[config.mk]
export PLATFORM = sky130hd
export DESIGN_NAME = xodt_decoder
export DESIGN_NICKNAME = d
export VERILOG_FILES = /design/src/inc/xodt_pkg.sv /design/src/verilog/xodt_decoder.sv /design/src/verilog/xodt_opmap.sv /design/src/verilog/xodt_timing.sv
export VERILOG_INCLUDE_DIRS = /design/src /design/src/inc
export SDC_FILE = /design/constraint.sdc
export NUM_CORES = 1
export LEC_CHECK = 0
export BUFFER_PORTS_ARGS = -buffer_cell sky130_fd_sc_hd__buf_2
export CORE_UTILIZATION = 45
export CTS_CLUSTER_DIAMETER = 120
export DETAILED_ROUTE_END_ITERATION = 12
export PLACE_DENSITY = 0.66
export SYNTH_ARGS = -nofsm -noshare
export SYNTH_HDL_FRONTEND = slang
export SYNTH_SLANG_ARGS = --single-unit
[constraint.sdc]
create_clock -name core_clk -period 3.3 [get_ports core_clk]
set_clock_uncertainty 0.15 [all_clocks]
set_input_delay 0.99 -clock core_clk [delete_from_list [all_inputs] [get_ports core_clk]]
set_output_delay 0.99 -clock core_clk [all_outputs]
set_load 0.005 [all_outputs]
[src/inc/xodt_params.svh]
// Constants for the opcode decode and timing block
`ifndef XODT_PARAMS_SVH
`define XODT_PARAMS_SVH
// Opcode bytes
`define XODT_OP_PREFIX 8'h0F
`define XODT_OP_PAR_JMP_SHORT 8'h7A
`define XODT_OP_PAR_JMP_NEAR 8'h8A
`define XODT_OP_FLAGS_AH 8'h9F
`define XODT_OP_ACC_RIGHTS 8'h02
`define XODT_OP_SEG_LIMIT 8'h03
`define XODT_OP_GRP_SYS0 8'h00
`define XODT_OP_GRP_SYS1 8'h01
`define XODT_OP_PTR_DS 8'hC5
`define XODT_OP_PTR_ES 8'hC4
`define XODT_OP_PTR_FS 8'hB4
`define XODT_OP_PTR_GS 8'hB5
`define XODT_OP_PTR_SS 8'hB2
`define XODT_OP_EFF_ADDR 8'h8D
`define XODT_OP_FRAME_EXIT 8'hC9
`define XODT_OP_LOOP 8'hE2
// Reg-field selectors
`define XODT_REG_GDT 3'h2
`define XODT_REG_IDT 3'h3
`define XODT_REG_LDT 3'h2
`define XODT_REG_TASK 3'h3
`define XODT_REG_MSW 3'h6
// Clock counts, real and protected
`define XODT_CLK_PAR_JMP 5'h01
`define XODT_CLK_FLAGS_AH 5'h02
`define XODT_CLK_ACC_RIGHTS_P 5'h09
`define XODT_CLK_PTR_R 5'h04
`define XODT_CLK_PTR_P 5'h09
`define XODT_CLK_PTR_SS_P 5'h0A
`define XODT_CLK_DTAB 5'h0A
`define XODT_CLK_LDT_P 5'h08
`define XODT_CLK_TASK_P 5'h09
`define XODT_CLK_MSW 5'h0B
`define XODT_CLK_SEG_LIMIT_P 5'h09
`define XODT_CLK_EFF_ADDR 5'h01
`define XODT_CLK_FRAME_EXIT 5'h04
`define XODT_CLK_LOOP 5'h02
`endif

[src/inc/xodt_pkg.sv]
// Types for the opcode decode and timing block
package xodt_pkg;
  // Decoded operation classes
  typedef enum logic [4:0] {
    XODT_OP_NONE = 5'h00,
    XODT_OP_JUMP_PARITY_EVEN = 5'h01,
    XODT_OP_FLAGS_TO_ACCUM_HIGH = 5'h02,
    XODT_OP_LOAD_ACCESS_RIGHTS = 5'h03,
    XODT_OP_FAR_PTR_LOAD_DATA_SEG = 5'h04,
    XODT_OP_FAR_PTR_LOAD_EXTRA_SEG = 5'h05,
    XODT_OP_FAR_PTR_LOAD_F_SEG = 5'h06,
    XODT_OP_FAR_PTR_LOAD_G_SEG = 5'h07,
    XODT_OP_FAR_PTR_LOAD_STACK_SEG = 5'h08,
    XODT_OP_GLOBAL_DT_LOAD = 5'h09,
    XODT_OP_INTERRUPT_DT_LOAD = 5'h0A,
    XODT_OP_LOCAL_DT_LOAD = 5'h0B,
    XODT_OP_TASK_REGISTER_LOAD = 5'h0C,
    XODT_OP_MACHINE_STATUS_WORD_LOAD = 5'h0D,
    XODT_OP_SEGMENT_LIMIT_LOAD = 5'h0E,
    XODT_OP_EFFECTIVE_ADDRESS_COMPUTE = 5'h0F,
    XODT_OP_FRAME_EXIT = 5'h10,
    XODT_OP_COUNTED_LOOP = 5'h11
  } xodt_op_t;
  // Byte collection states, one-hot
  typedef enum logic [2:0] {
    XODT_ST_FIRST = 3'b001,
    XODT_ST_SECOND = 3'b010,
    XODT_ST_MODRM = 3'b100
  } xodt_state_t;
endpackage

[src/verilog/xodt_decoder.sv]
// Opcode decoder with per-mode issue timing for a core instruction slice
//
// What this block does
// - 7A or 0F 8A: parity jump, 1 clock
// - 9F: flags to AH, 2 clocks
// - 0F 02: access rights load, 9 protected
// - C5: data segment pointer, 4/9
// - C4: extra segment pointer, 4/9
// - 0F B4: FS pointer load, 4/9
// - 0F B5: GS pointer load, 4/9
// - 0F B2: stack segment pointer, 4/10
// - 0F 01 reg 010: GDT load, 10
// - 0F 01 reg 011: IDT load, 10
// - 0F 00 reg 010: LDT load, 8 protected
// - 0F 00 reg 011: task register, 9 protected
// - 0F 01 reg 110: status word, 11
// - 0F 03: segment limit load, 9 protected
// - 8D: effective address, 1 clock
// - C9: stack frame exit, 4 clocks
// - E2: counted loop, 2 clocks
`include "xodt_params.svh"
module xodt_decoder (
  input wire logic core_clk,
  input wire logic rst,
  input wire logic clk_en,
  input wire logic byte_valid,
  input wire logic [7:0] byte_data,
  input wire logic prot_mode,
  output logic dec_valid,
  output xodt_pkg::xodt_op_t dec_op,
  output logic [4:0] dec_clocks,
  output logic [7:0] dec_modrm,
  output logic dec_two_byte,
  output logic dec_unknown
);
  //////////////////////////////////////////////////////////////////////////////
  // State
  xodt_pkg::xodt_state_t state; // Byte collection state
  xodt_pkg::xodt_state_t next_state; // Next collection state
  logic two_byte; // Prefix seen
  logic [7:0] opcode; // Held opcode byte
  logic next_two_byte;
  logic [7:0] next_opcode;

  //////////////////////////////////////////////////////////////////////////////
  // Decode network
  wire logic [7:0] map_opcode; // Opcode presented to the map
  wire logic map_two_byte; // Table select
  wire logic [2:0] map_reg; // Reg field of mod-r/m
  xodt_pkg::xodt_op_t map_op; // Class
  logic map_modrm; // Class needs mod-r/m
  logic [4:0] map_clocks; // Clocks for mode
  logic map_prot_only; // Defined only in protected mode
  wire logic at_first; // First byte cycle
  wire logic at_second; // Byte after prefix
  wire logic at_modrm; // Mod-r/m cycle
  wire logic is_prefix; // Byte is the two-byte escape
  wire logic finish; // Instruction completes now
  wire logic known; // Class recognised and legal in mode

  // One-hot state taps
  assign at_first = (state == xodt_pkg::XODT_ST_FIRST);
  assign at_second = (state == xodt_pkg::XODT_ST_SECOND);
  assign at_modrm = (state == xodt_pkg::XODT_ST_MODRM);
  // Escape counts only as a first byte
  assign is_prefix = at_first && (byte_data == `XODT_OP_PREFIX);
  // Mod-r/m cycle decodes the held opcode
  assign map_opcode = at_modrm ? opcode : byte_data;
  assign map_two_byte = at_modrm ? two_byte : at_second;
  // Reg field, meaningful in the mod-r/m cycle
  assign map_reg = byte_data[5:3];
  // Last byte of the form taken
  assign finish = byte_valid && !is_prefix && (at_modrm || !map_modrm);
  // Protected-only classes fail in real mode
  assign known = (map_op != xodt_pkg::XODT_OP_NONE) && !(map_prot_only && !prot_mode);

  // Opcode class lookup
  xodt_opmap u_opmap (
    .two_byte(map_two_byte),
    .opcode(map_opcode),
    .reg_field(map_reg),
    .op(map_op),
    .needs_modrm(map_modrm)
  );

  // Clock count lookup, mode selected
  xodt_timing u_timing (
    .op(map_op),
    .prot_mode(prot_mode),
    .clocks(map_clocks),
    .prot_only(map_prot_only)
  );

  //////////////////////////////////////////////////////////////////////////////
  // Next state
  always_comb begin
    next_state = state;
    next_two_byte = two_byte;
    next_opcode = opcode;
    if (byte_valid) begin
      case (state)
        // Opcode or prefix
        xodt_pkg::XODT_ST_FIRST: begin
          next_two_byte = is_prefix;
          next_opcode = byte_data;
          if (is_prefix) next_state = xodt_pkg::XODT_ST_SECOND;
          else if (map_modrm) next_state = xodt_pkg::XODT_ST_MODRM;
        end
        // Second opcode byte
        xodt_pkg::XODT_ST_SECOND: begin
          next_opcode = byte_data;
          next_state = map_modrm ? xodt_pkg::XODT_ST_MODRM : xodt_pkg::XODT_ST_FIRST;
        end
        // Mod-r/m ends the opcode portion
        xodt_pkg::XODT_ST_MODRM: next_state = xodt_pkg::XODT_ST_FIRST;
        default: next_state = xodt_pkg::XODT_ST_FIRST;
      endcase
    end
  end

  //////////////////////////////////////////////////////////////////////////////
  // Collection registers
  always_ff @(posedge core_clk or posedge rst) begin
    if (rst) begin
      state <= xodt_pkg::XODT_ST_FIRST;
      two_byte <= 1'b0;
      opcode <= 8'h00;
    end else if (clk_en) begin
      state <= next_state;
      two_byte <= next_two_byte;
      opcode <= next_opcode;
    end
  end

  //////////////////////////////////////////////////////////////////////////////
  // Output registers, one-cycle result per instruction
  always_ff @(posedge core_clk or posedge rst) begin
    if (rst) begin
      dec_valid <= 1'b0;
      dec_op <= xodt_pkg::XODT_OP_NONE;
      dec_clocks <= 5'h00;
      dec_modrm <= 8'h00;
      dec_two_byte <= 1'b0;
      dec_unknown <= 1'b0;
    end else if (clk_en) begin
      dec_valid <= finish;
      if (finish) begin
        dec_op <= known ? map_op : xodt_pkg::XODT_OP_NONE;
        dec_clocks <= known ? map_clocks : 5'h00;
        dec_modrm <= at_modrm ? byte_data : 8'h00;
        dec_two_byte <= map_two_byte;
        dec_unknown <= !known;
      end
    end
  end
endmodule

[src/verilog/xodt_opmap.sv]
// Opcode to operation class map
`include "xodt_params.svh"
module xodt_opmap (
  input wire logic two_byte,
  input wire logic [7:0] opcode,
  input wire logic [2:0] reg_field,
  output xodt_pkg::xodt_op_t op,
  output logic needs_modrm
);
  // Reg-field dispatch for system groups
  function automatic xodt_pkg::xodt_op_t grp(input logic [7:0] oc, input logic [2:0] rf);
    grp = xodt_pkg::XODT_OP_NONE;
    if (oc == `XODT_OP_GRP_SYS1 && rf == `XODT_REG_GDT) grp = xodt_pkg::XODT_OP_GLOBAL_DT_LOAD;
    if (oc == `XODT_OP_GRP_SYS1 && rf == `XODT_REG_IDT) grp = xodt_pkg::XODT_OP_INTERRUPT_DT_LOAD;
    if (oc == `XODT_OP_GRP_SYS1 && rf == `XODT_REG_MSW) grp = xodt_pkg::XODT_OP_MACHINE_STATUS_WORD_LOAD;
    if (oc == `XODT_OP_GRP_SYS0 && rf == `XODT_REG_LDT) grp = xodt_pkg::XODT_OP_LOCAL_DT_LOAD;
    if (oc == `XODT_OP_GRP_SYS0 && rf == `XODT_REG_TASK) grp = xodt_pkg::XODT_OP_TASK_REGISTER_LOAD;
  endfunction
  // Class decode
  always_comb begin
    op = xodt_pkg::XODT_OP_NONE;
    needs_modrm = 1'b0;
    if (two_byte) begin
      case (opcode)
        `XODT_OP_PAR_JMP_NEAR: op = xodt_pkg::XODT_OP_JUMP_PARITY_EVEN;
        `XODT_OP_ACC_RIGHTS: begin
          op = xodt_pkg::XODT_OP_LOAD_ACCESS_RIGHTS;
          needs_modrm = 1'b1;
        end
        `XODT_OP_SEG_LIMIT: begin
          op = xodt_pkg::XODT_OP_SEGMENT_LIMIT_LOAD;
          needs_modrm = 1'b1;
        end
        `XODT_OP_PTR_FS: begin
          op = xodt_pkg::XODT_OP_FAR_PTR_LOAD_F_SEG;
          needs_modrm = 1'b1;
        end
        `XODT_OP_PTR_GS: begin
          op = xodt_pkg::XODT_OP_FAR_PTR_LOAD_G_SEG;
          needs_modrm = 1'b1;
        end
        `XODT_OP_PTR_SS: begin
          op = xodt_pkg::XODT_OP_FAR_PTR_LOAD_STACK_SEG;
          needs_modrm = 1'b1;
        end
        `XODT_OP_GRP_SYS0, `XODT_OP_GRP_SYS1: begin
          op = grp(opcode, reg_field);
          needs_modrm = 1'b1;
        end
        default: op = xodt_pkg::XODT_OP_NONE;
      endcase
    end else begin
      case (opcode)
        `XODT_OP_PAR_JMP_SHORT: op = xodt_pkg::XODT_OP_JUMP_PARITY_EVEN;
        `XODT_OP_FLAGS_AH: op = xodt_pkg::XODT_OP_FLAGS_TO_ACCUM_HIGH;
        `XODT_OP_PTR_DS: begin
          op = xodt_pkg::XODT_OP_FAR_PTR_LOAD_DATA_SEG;
          needs_modrm = 1'b1;
        end
        `XODT_OP_PTR_ES: begin
          op = xodt_pkg::XODT_OP_FAR_PTR_LOAD_EXTRA_SEG;
          needs_modrm = 1'b1;
        end
        `XODT_OP_EFF_ADDR: begin
          op = xodt_pkg::XODT_OP_EFFECTIVE_ADDRESS_COMPUTE;
          needs_modrm = 1'b1;
        end
        `XODT_OP_FRAME_EXIT: op = xodt_pkg::XODT_OP_FRAME_EXIT;
        `XODT_OP_LOOP: op = xodt_pkg::XODT_OP_COUNTED_LOOP;
        default: op = xodt_pkg::XODT_OP_NONE;
      endcase
    end
  end
endmodule

[src/verilog/xodt_timing.sv]
// Clock-count lookup per operation class and mode
`include "xodt_params.svh"
module xodt_timing (
  input wire xodt_pkg::xodt_op_t op,
  input wire logic prot_mode,
  output logic [4:0] clocks,
  output logic prot_only
);
  // Count table; protected-only classes report prot count in both
  always_comb begin
    clocks = 5'h00;
    prot_only = 1'b0;
    case (op)
      xodt_pkg::XODT_OP_JUMP_PARITY_EVEN: clocks = `XODT_CLK_PAR_JMP;
      xodt_pkg::XODT_OP_FLAGS_TO_ACCUM_HIGH: clocks = `XODT_CLK_FLAGS_AH;
      xodt_pkg::XODT_OP_LOAD_ACCESS_RIGHTS: begin
        clocks = `XODT_CLK_ACC_RIGHTS_P;
        prot_only = 1'b1;
      end
      xodt_pkg::XODT_OP_FAR_PTR_LOAD_DATA_SEG, xodt_pkg::XODT_OP_FAR_PTR_LOAD_EXTRA_SEG,
      xodt_pkg::XODT_OP_FAR_PTR_LOAD_F_SEG, xodt_pkg::XODT_OP_FAR_PTR_LOAD_G_SEG:
        clocks = prot_mode ? `XODT_CLK_PTR_P : `XODT_CLK_PTR_R;
      xodt_pkg::XODT_OP_FAR_PTR_LOAD_STACK_SEG:
        clocks = prot_mode ? `XODT_CLK_PTR_SS_P : `XODT_CLK_PTR_R;
      xodt_pkg::XODT_OP_GLOBAL_DT_LOAD, xodt_pkg::XODT_OP_INTERRUPT_DT_LOAD:
        clocks = `XODT_CLK_DTAB;
      xodt_pkg::XODT_OP_LOCAL_DT_LOAD: begin
        clocks = `XODT_CLK_LDT_P;
        prot_only = 1'b1;
      end
      xodt_pkg::XODT_OP_TASK_REGISTER_LOAD: begin
        clocks = `XODT_CLK_TASK_P;
        prot_only = 1'b1;
      end
      xodt_pkg::XODT_OP_MACHINE_STATUS_WORD_LOAD: clocks = `XODT_CLK_MSW;
      xodt_pkg::XODT_OP_SEGMENT_LIMIT_LOAD: begin
        clocks = `XODT_CLK_SEG_LIMIT_P;
        prot_only = 1'b1;
      end
      xodt_pkg::XODT_OP_EFFECTIVE_ADDRESS_COMPUTE: clocks = `XODT_CLK_EFF_ADDR;
      xodt_pkg::XODT_OP_FRAME_EXIT: clocks = `XODT_CLK_FRAME_EXIT;
      xodt_pkg::XODT_OP_COUNTED_LOOP: clocks = `XODT_CLK_LOOP;
      default: clocks = 5'h00;
    endcase
  end
endmodule
Word level (Yosys, flattened, before mapping). Index checks and enable logic that the tools add are counted.

Equality and inequality tests: 39. Muxes and demuxes: 24. Reductions and logical operators: 32.

Operators by type and width (number): == test 8 bit (second input constant) (10); case mux 5 bit (7 select lines) (2); case mux 5 bit (9 select lines) (1); == test 5 x 4 -> 1 bit (second input constant) (8); two-way mux 4 bit (7); == test 5 x 3 -> 1 bit (second input constant) (4); == test 8 x 2 -> 1 bit (second input constant) (2); two-way mux 8 bit (2); two-way mux 5 bit (3); == test 5 x 2 -> 1 bit (second input constant) (2); == test 5 bit (second input constant) (2); logical AND 1 bit (10); OR reduction 2 bit (5); == test 3 x 2 -> 1 bit (second input constant) (3); two-way mux 3 bit (3); AND reduction 3 bit (3); == test 8 x 1 -> 1 bit (second input constant) (1); == test 8 x 4 -> 1 bit (second input constant) (1); == test 8 x 7 -> 1 bit (second input constant) (1); logical NOT 8 bit (1); OR reduction 4 bit (2); OR reduction 7 bit (1); == test 3 bit (second input constant) (2); case mux 3 bit (2 select lines) (1); other kinds (9) (18).

Bits in registers: 33. Bits of input ports: 13. Output and inout bits: 21. Logic and storage cells: 104.

Longest topological paths before layout.
Depth after elaboration: 18. Gate-level depth with buffers: 12. Depth with buffers taken out: 8.

By module. From an unflattened synthesis, not the netlist that was laid out.

Cells, all modules: 224. Area total of the unflattened synthesis: 2183.3 µm².

Modules (own cells, without submodules): xodt_decoder (instances 1, cells each 132, area an instance 1576.5 µm², sequential area each 827.0 µm²); xodt_opmap (instances 1, cells each 62, area an instance 412.9 µm², sequential area each 0.0 µm²); xodt_timing (instances 1, cells each 30, area an instance 193.9 µm², sequential area each 0.0 µm²).

Worst setup path before layout. No wires, ideal clock.

Kind: input-to-reg. Start point: in byte_data[7]. End point: reg dec_op[4]. Library setup time: 0.125 ns. Arrival: 3.140 ns. Required time: 3.025 ns. Setup slack: -0.114 ns. Cell stages on the path: 9. Path buffers: 2. Cell sequence: clkbuf_1 -> nor4bb_1 -> o2111ai_1 -> and4_1 -> a22o_1 -> a21boi_0 -> o221ai_1 -> buf_2 -> mux2_2.

Longest elaborated chain between the ends: 17. Elaborated cells on any way between the ends: 54. Those cells by class: eq/ne: 19; mux: 14; reduce/logical: 21.

RTL lines: from (decl) (RTL line xodt_decoder.sv:27) `input wire logic [7:0] byte_data,`; two-way mux 8 bit (RTL line xodt_decoder.sv:68) `assign map_opcode = at_modrm ? opcode : byte_data;`; == test 8 x 1 -> 1 bit (RTL line xodt_opmap.sv:24) `case (opcode)`; logical AND 1 bit (no source line); two-way mux 4 bit (RTL line xodt_opmap.sv:13) `` if (oc == `XODT_OP_GRP_SYS1 && rf == `XODT_REG_GDT) grp = xodt_pkg::XODT_OP_GLOBAL_DT_LOAD; ``; two-way mux 4 bit (RTL line xodt_opmap.sv:14) `` if (oc == `XODT_OP_GRP_SYS1 && rf == `XODT_REG_IDT) grp = xodt_pkg::XODT_OP_INTERRUPT_DT_LOAD; ``; two-way mux 4 bit (RTL line xodt_opmap.sv:15) `` if (oc == `XODT_OP_GRP_SYS1 && rf == `XODT_REG_MSW) grp = xodt_pkg::XODT_OP_MACHINE_STATUS_WORD_LOAD; ``; two-way mux 4 bit (RTL line xodt_opmap.sv:16) `` if (oc == `XODT_OP_GRP_SYS0 && rf == `XODT_REG_LDT) grp = xodt_pkg::XODT_OP_LOCAL_DT_LOAD; ``; two-way mux 4 bit (RTL line xodt_opmap.sv:17) `` if (oc == `XODT_OP_GRP_SYS0 && rf == `XODT_REG_TASK) grp = xodt_pkg::XODT_OP_TASK_REGISTER_LOAD; ``; case mux 5 bit (7 select lines) (RTL line xodt_opmap.sv:24); two-way mux 5 bit (RTL line xodt_opmap.sv:23) `if (two_byte) begin`; == test 5 x 2 -> 1 bit or == test 5 x 4 -> 1 bit (tied branches) (RTL line xodt_timing.sv:13) `case (op)`; OR reduction 4 bit (no source line); two-way mux 1 bit (RTL line xodt_timing.sv:13); logical AND 1 bit (RTL line xodt_decoder.sv:75) `assign known = (map_op != xodt_pkg::XODT_OP_NONE) && !(map_prot_only && !prot_mode);`; logical NOT 1 bit (RTL line xodt_decoder.sv:75); logical AND 1 bit (RTL line xodt_decoder.sv:75); two-way mux 5 bit (RTL line xodt_decoder.sv:148) `dec_op <= known ? map_op : xodt_pkg::XODT_OP_NONE;`; to (signal assigned) (RTL line xodt_decoder.sv:140) `dec_op <= xodt_pkg::XODT_OP_NONE;`; to (signal assigned) (RTL line xodt_decoder.sv:148); to (decl) (RTL line xodt_decoder.sv:30) `output xodt_pkg::xodt_op_t dec_op,`.

Several ways; a longest one is shown, not always the timed one. A chain may end at the register's enable or synchronous reset.

Worst setup path in the final report.
Start point: in byte_data[2]. End point: reg dec_clocks[0].

Longest elaborated chain between the ends: 17. Elaborated cells on any way between the ends: 73. Those cells by class: eq/ne: 32; mux: 15; reduce/logical: 26.

RTL lines: two-way mux 8 bit (RTL line xodt_decoder.sv:68); == test 8 x 1 -> 1 bit (RTL line xodt_opmap.sv:24); logical AND 1 bit (no source line); two-way mux 4 bit (RTL line xodt_opmap.sv:13); two-way mux 4 bit (RTL line xodt_opmap.sv:14); two-way mux 4 bit (RTL line xodt_opmap.sv:15); two-way mux 4 bit (RTL line xodt_opmap.sv:16); two-way mux 4 bit (RTL line xodt_opmap.sv:17); case mux 5 bit (7 select lines) (RTL line xodt_opmap.sv:24); two-way mux 5 bit (RTL line xodt_opmap.sv:23); == test 5 x 2 -> 1 bit or == test 5 x 4 -> 1 bit (tied branches) (RTL line xodt_timing.sv:13); OR reduction 4 bit (no source line); two-way mux 1 bit (RTL line xodt_timing.sv:13); logical AND 1 bit (RTL line xodt_decoder.sv:75); logical NOT 1 bit (RTL line xodt_decoder.sv:75); logical AND 1 bit (RTL line xodt_decoder.sv:75); two-way mux 5 bit (RTL line xodt_decoder.sv:149) `dec_clocks <= known ? map_clocks : 5'h00;`; to (signal assigned) (RTL line xodt_decoder.sv:149); to (decl) (RTL line xodt_decoder.sv:31) `output logic [4:0] dec_clocks,`.

Several ways; a longest one is shown, not always the timed one.

==> results.sh <==
export IMPL_outcome="finished, final reports clean"
export IMPL_fp_dieW_um=71.66
export IMPL_met2_usage=0.4130
export IMPL_cp_max_fo=6
export IMPL_r2r_setup_slack_ns=0.23
export IMPL_r2r_end="dec_clocks[0]$_DFFE_PP0P_"
export IMPL_antennaDiodeCount=0
export IMPL_dieArea_um2=5134
export IMPL_p_total_mw=1.003
export IMPL_multi_input_area_um2=1300
export IMPL_syn_cell_area_um2=2183
export IMPL_overflow=0
export IMPL_cts_root_buf="clkbuf_8"
export IMPL_path_common_cell="buf_4"
export IMPL_p_int_mw=0.7178
export IMPL_required_ns=3.34
export IMPL_dp_hpwl_mm=4.712
export IMPL_maxCapViolCount=0
export IMPL_hold_violations=0
export IMPL_period_share=0.9442
export IMPL_grt_pass1_wl_mm=10.12
export IMPL_dpl_cell_area_um2=2704
export IMPL_cp_start_kind="input pin"
export IMPL_drt_pass1_iterations=5
export IMPL_antenna_found_initial=0
export IMPL_clk_pin_slew_ns=0.08
export IMPL_post_cts_setup_buffers=0
export IMPL_slew_headroom=0.6055
export IMPL_wl_per_cell_um=16.53
export IMPL_yosysMostFrequentCell="nand2_1"
export IMPL_critical_path_arrival_ns=3.16
export IMPL_cts_hold_buf=0
export IMPL_switching_share=0.2843
export IMPL_finalSetupViolCount=0
export IMPL_ys_types=61
export IMPL_ys_warnings_count=0
export IMPL_peakVddDrop_uv=295.0
export IMPL_worst_path_stages=10
export IMPL_register_area_um2=802.0
export IMPL_fill_cells=384
export IMPL_ff2ff_path_depth=10
export IMPL_die_y_um=71.66
export IMPL_endpoint_kind="flip-flop"
export IMPL_p_leak_nw=1.256
export IMPL_grtUsageMet3=0.05063
export IMPL_core_area_um2=4504
export IMPL_synth_seq_cells=32
export IMPL_rsz0062_at_grt="false"
export IMPL_yosysSeqAreaShare=0.3673
export IMPL_cts_tree="done"
export IMPL_antenna_left=0
export IMPL_clk_path_buf_depth=2
export IMPL_seqPwrFrac=0.452
export IMPL_use_met1=0.3460
export IMPL_setup_worst_path_class="in2reg"
export IMPL_stdcell_area_um2=2815
export IMPL_syn_to_final_growth_pct=28.94
export IMPL_tightest_slew_ns=0.5911
export IMPL_synth_area_leaders="dfrtp_1, nand2_1, o21ai_0"
export IMPL_wl_mm=6.166
export IMPL_grt_pass1_vias=2064
export IMPL_reg2reg_from="state[2]$_DFFE_PP0P_"
export IMPL_grt_max_degree=22
export IMPL_netlist_top_cells_count="nand2_1, dfrtp_1, o21ai_0"
export IMPL_vias_per_cell=5.893
export IMPL_p_clk_frac=0.383
export IMPL_initial_utilization=0.4847
export IMPL_syn_area_per_cell_um2=8.768
export IMPL_switching_power_mw=0.2851
export IMPL_grt_use_total=0.2562
export IMPL_drt_iter0_drc=129
export IMPL_place_inst=365
export IMPL_max_freq_mhz=320.9
export IMPL_cts_repair_resized=0
export IMPL_ys_async_sr_fraction=1.000
export IMPL_syn_inst=249
export IMPL_synth_top_area_share=0.3553
export IMPL_cts_sinks=32
export IMPL_htreeDepth=2
export IMPL_via_count=2198
export IMPL_crit_start="byte_data[2]"
export IMPL_p_per_area_nw_per_um2=356.2
export IMPL_fin_nets=333
export IMPL_combPwrFrac=0.164
export IMPL_synth_nets=262
export IMPL_synth_edff_count=0
export IMPL_period_minus_slack_ns=3.116
export IMPL_endpoint="dec_clocks[0]$_DFFE_PP0P_"
export IMPL_rows=24
export IMPL_instances_no_fill=373
export IMPL_drc=0
export IMPL_crit_chain="buf_2 > nor2b_1 > nand3_1 > o221a_2 > buf_4 > or2_2 > nor4_1 > a211oi_2 > buf_4 > a32o_1"
export IMPL_slew_viol_final=0
export IMPL_gp_congestion=0.9057
export IMPL_cp_top_family="simple AND/OR/NAND/NOR gates"
export IMPL_io_buffers=32
export IMPL_pin_count=34
export IMPL_cpMaxStageDelayCell="nor4_1"
export IMPL_path_buf_inv=3
export IMPL_hold_class="reg2reg"
export IMPL_yosysTopAreaCell="dfrtp_1"
export IMPL_slowest_delay_ns=0.33
export IMPL_grt_busiest_layer="met2"
export IMPL_cts_inserted_buffers=5
export IMPL_layout_drive_gt1_share=0.3396
export IMPL_synth_ff_type="dfrtp_1"
export IMPL_clk_latency_ns=0.30
[layout make-up]
type / count / share of cell area
clock buffer: 5 / 0.02444
clock inverter: 3 / 0.01511
inverter: 5 / 0.006667
multi-input combinational: 198 / 0.4618
sequential: 32 / 0.2849
tap: 52 / 0.02311
timing repair buffer: 78 / 0.1840
[through the flow]
| step | hold slack [ns] | TNS (ns) | util | setup slack [ns] |
|---|---|---|---|---|
| floorplan | 0.3220 | 0 | - | 0.004301 |
| global placement | 0.3128 | -0.1980 | 0.6003 | -0.04486 |
| detailed placement | 0.3190 | -0.5094 | 0.6003 | -0.08553 |
| CTS | 0.3339 | 0 | 0.6250 | 0.2015 |
| global route | 0.3610 | 0 | 0.6250 | 0.05941 |
| finish | 0.3280 | 0 | 0.6250 | 0.1842 |
[worst min path at each step]
stage	start	end	slack, ns	depth (start not counted)
floorplan	two_byte$_DFFE_PP0P_	two_byte$_DFFE_PP0P_	0.32	2
global placement	dec_modrm[6]$_DFFE_PP0P_	dec_modrm[6]$_DFFE_PP0P_	0.31	2
detailed placement	dec_modrm[2]$_DFFE_PP0P_	dec_modrm[2]$_DFFE_PP0P_	0.32	2
CTS	dec_modrm[2]$_DFFE_PP0P_	dec_modrm[2]$_DFFE_PP0P_	0.33	2
global route	dec_modrm[7]$_DFFE_PP0P_	dec_modrm[7]$_DFFE_PP0P_	0.36	2
finish	dec_modrm[7]$_DFFE_PP0P_	dec_modrm[7]$_DFFE_PP0P_	0.33	2
[sequential cells by signal, indices dropped and copies added (netlist names)]
register / flops
dec_clocks: 4
dec_modrm: 8
dec_op: 5
dec_two_byte: 1
dec_unknown: 1
dec_valid: 1
opcode: 8
state: 3
two_byte: 1
[kinds of logic (layout without fill, tap and decap cells)]
logic type,after synthesis,count (layout),synth area share
xor gates and xnor gates,1,1,0.004012
AOI/OAI and AO/OA,67,67,0.2172
DFF,32,32,0.3673
buffers and inverters,19,91,0.04298
and+or+nand+nor,118,118,0.3060
muxes,11,11,0.06075
other,1,1,0.001718
[routing by layer]
metal / share of wire / wire, um / vias to the layer above
met4: 0.015 / 94 / 0
li1: - / - / 1069
met5: 0 / 0 / -
met2: 0.45 / 2780 / 89
met3: 0.059 / 361 / 10
met1: 0.48 / 2930 / 1030
[power groups by stage]
stage	clock (mW)	combinational, mW	sequential, mW
after floorplan	0	0.105	0.445
after global placement	0	0.159	0.460
after global routing	0.410	0.181	0.458
final	0.384	0.165	0.454
after CTS	0.388	0.164	0.452
after detailed placement	0	0.162	0.460
[worst register-to-register path, stage by stage, from the launching register on]
cell and delay (ns):
dfrtp_1 0.41, buf_4 0.16, nor3b_2 0.34, nand3_1 0.24
nor3b_2 0.42, a211oi_1 0.15, or2_2 0.31, nor4_1 0.33
a211oi_2 0.08, buf_4 0.17, a32o_1 0.21
[layout by cell type (no fill, tap or decap), types with 5 or more instances in the layout]
cell,netlist,layout
buf_4,1,45
nand2_1,37,37
buf_2,3,32
dfrtp_1,31,31
o21ai_0,23,23
nor2_1,11,11
nand2b_1,8,8
nand3_1,8,8
a21oi_1,8,8
mux2_2,8,8
nor3b_1,7,7
nor2b_1,6,6
o22ai_1,5,5
nand4_1,5,5
inv_1,5,5
nor3_1,5,5
clkbuf_8,0,5
No activity file was read; power rests on OpenSTA's default activity.
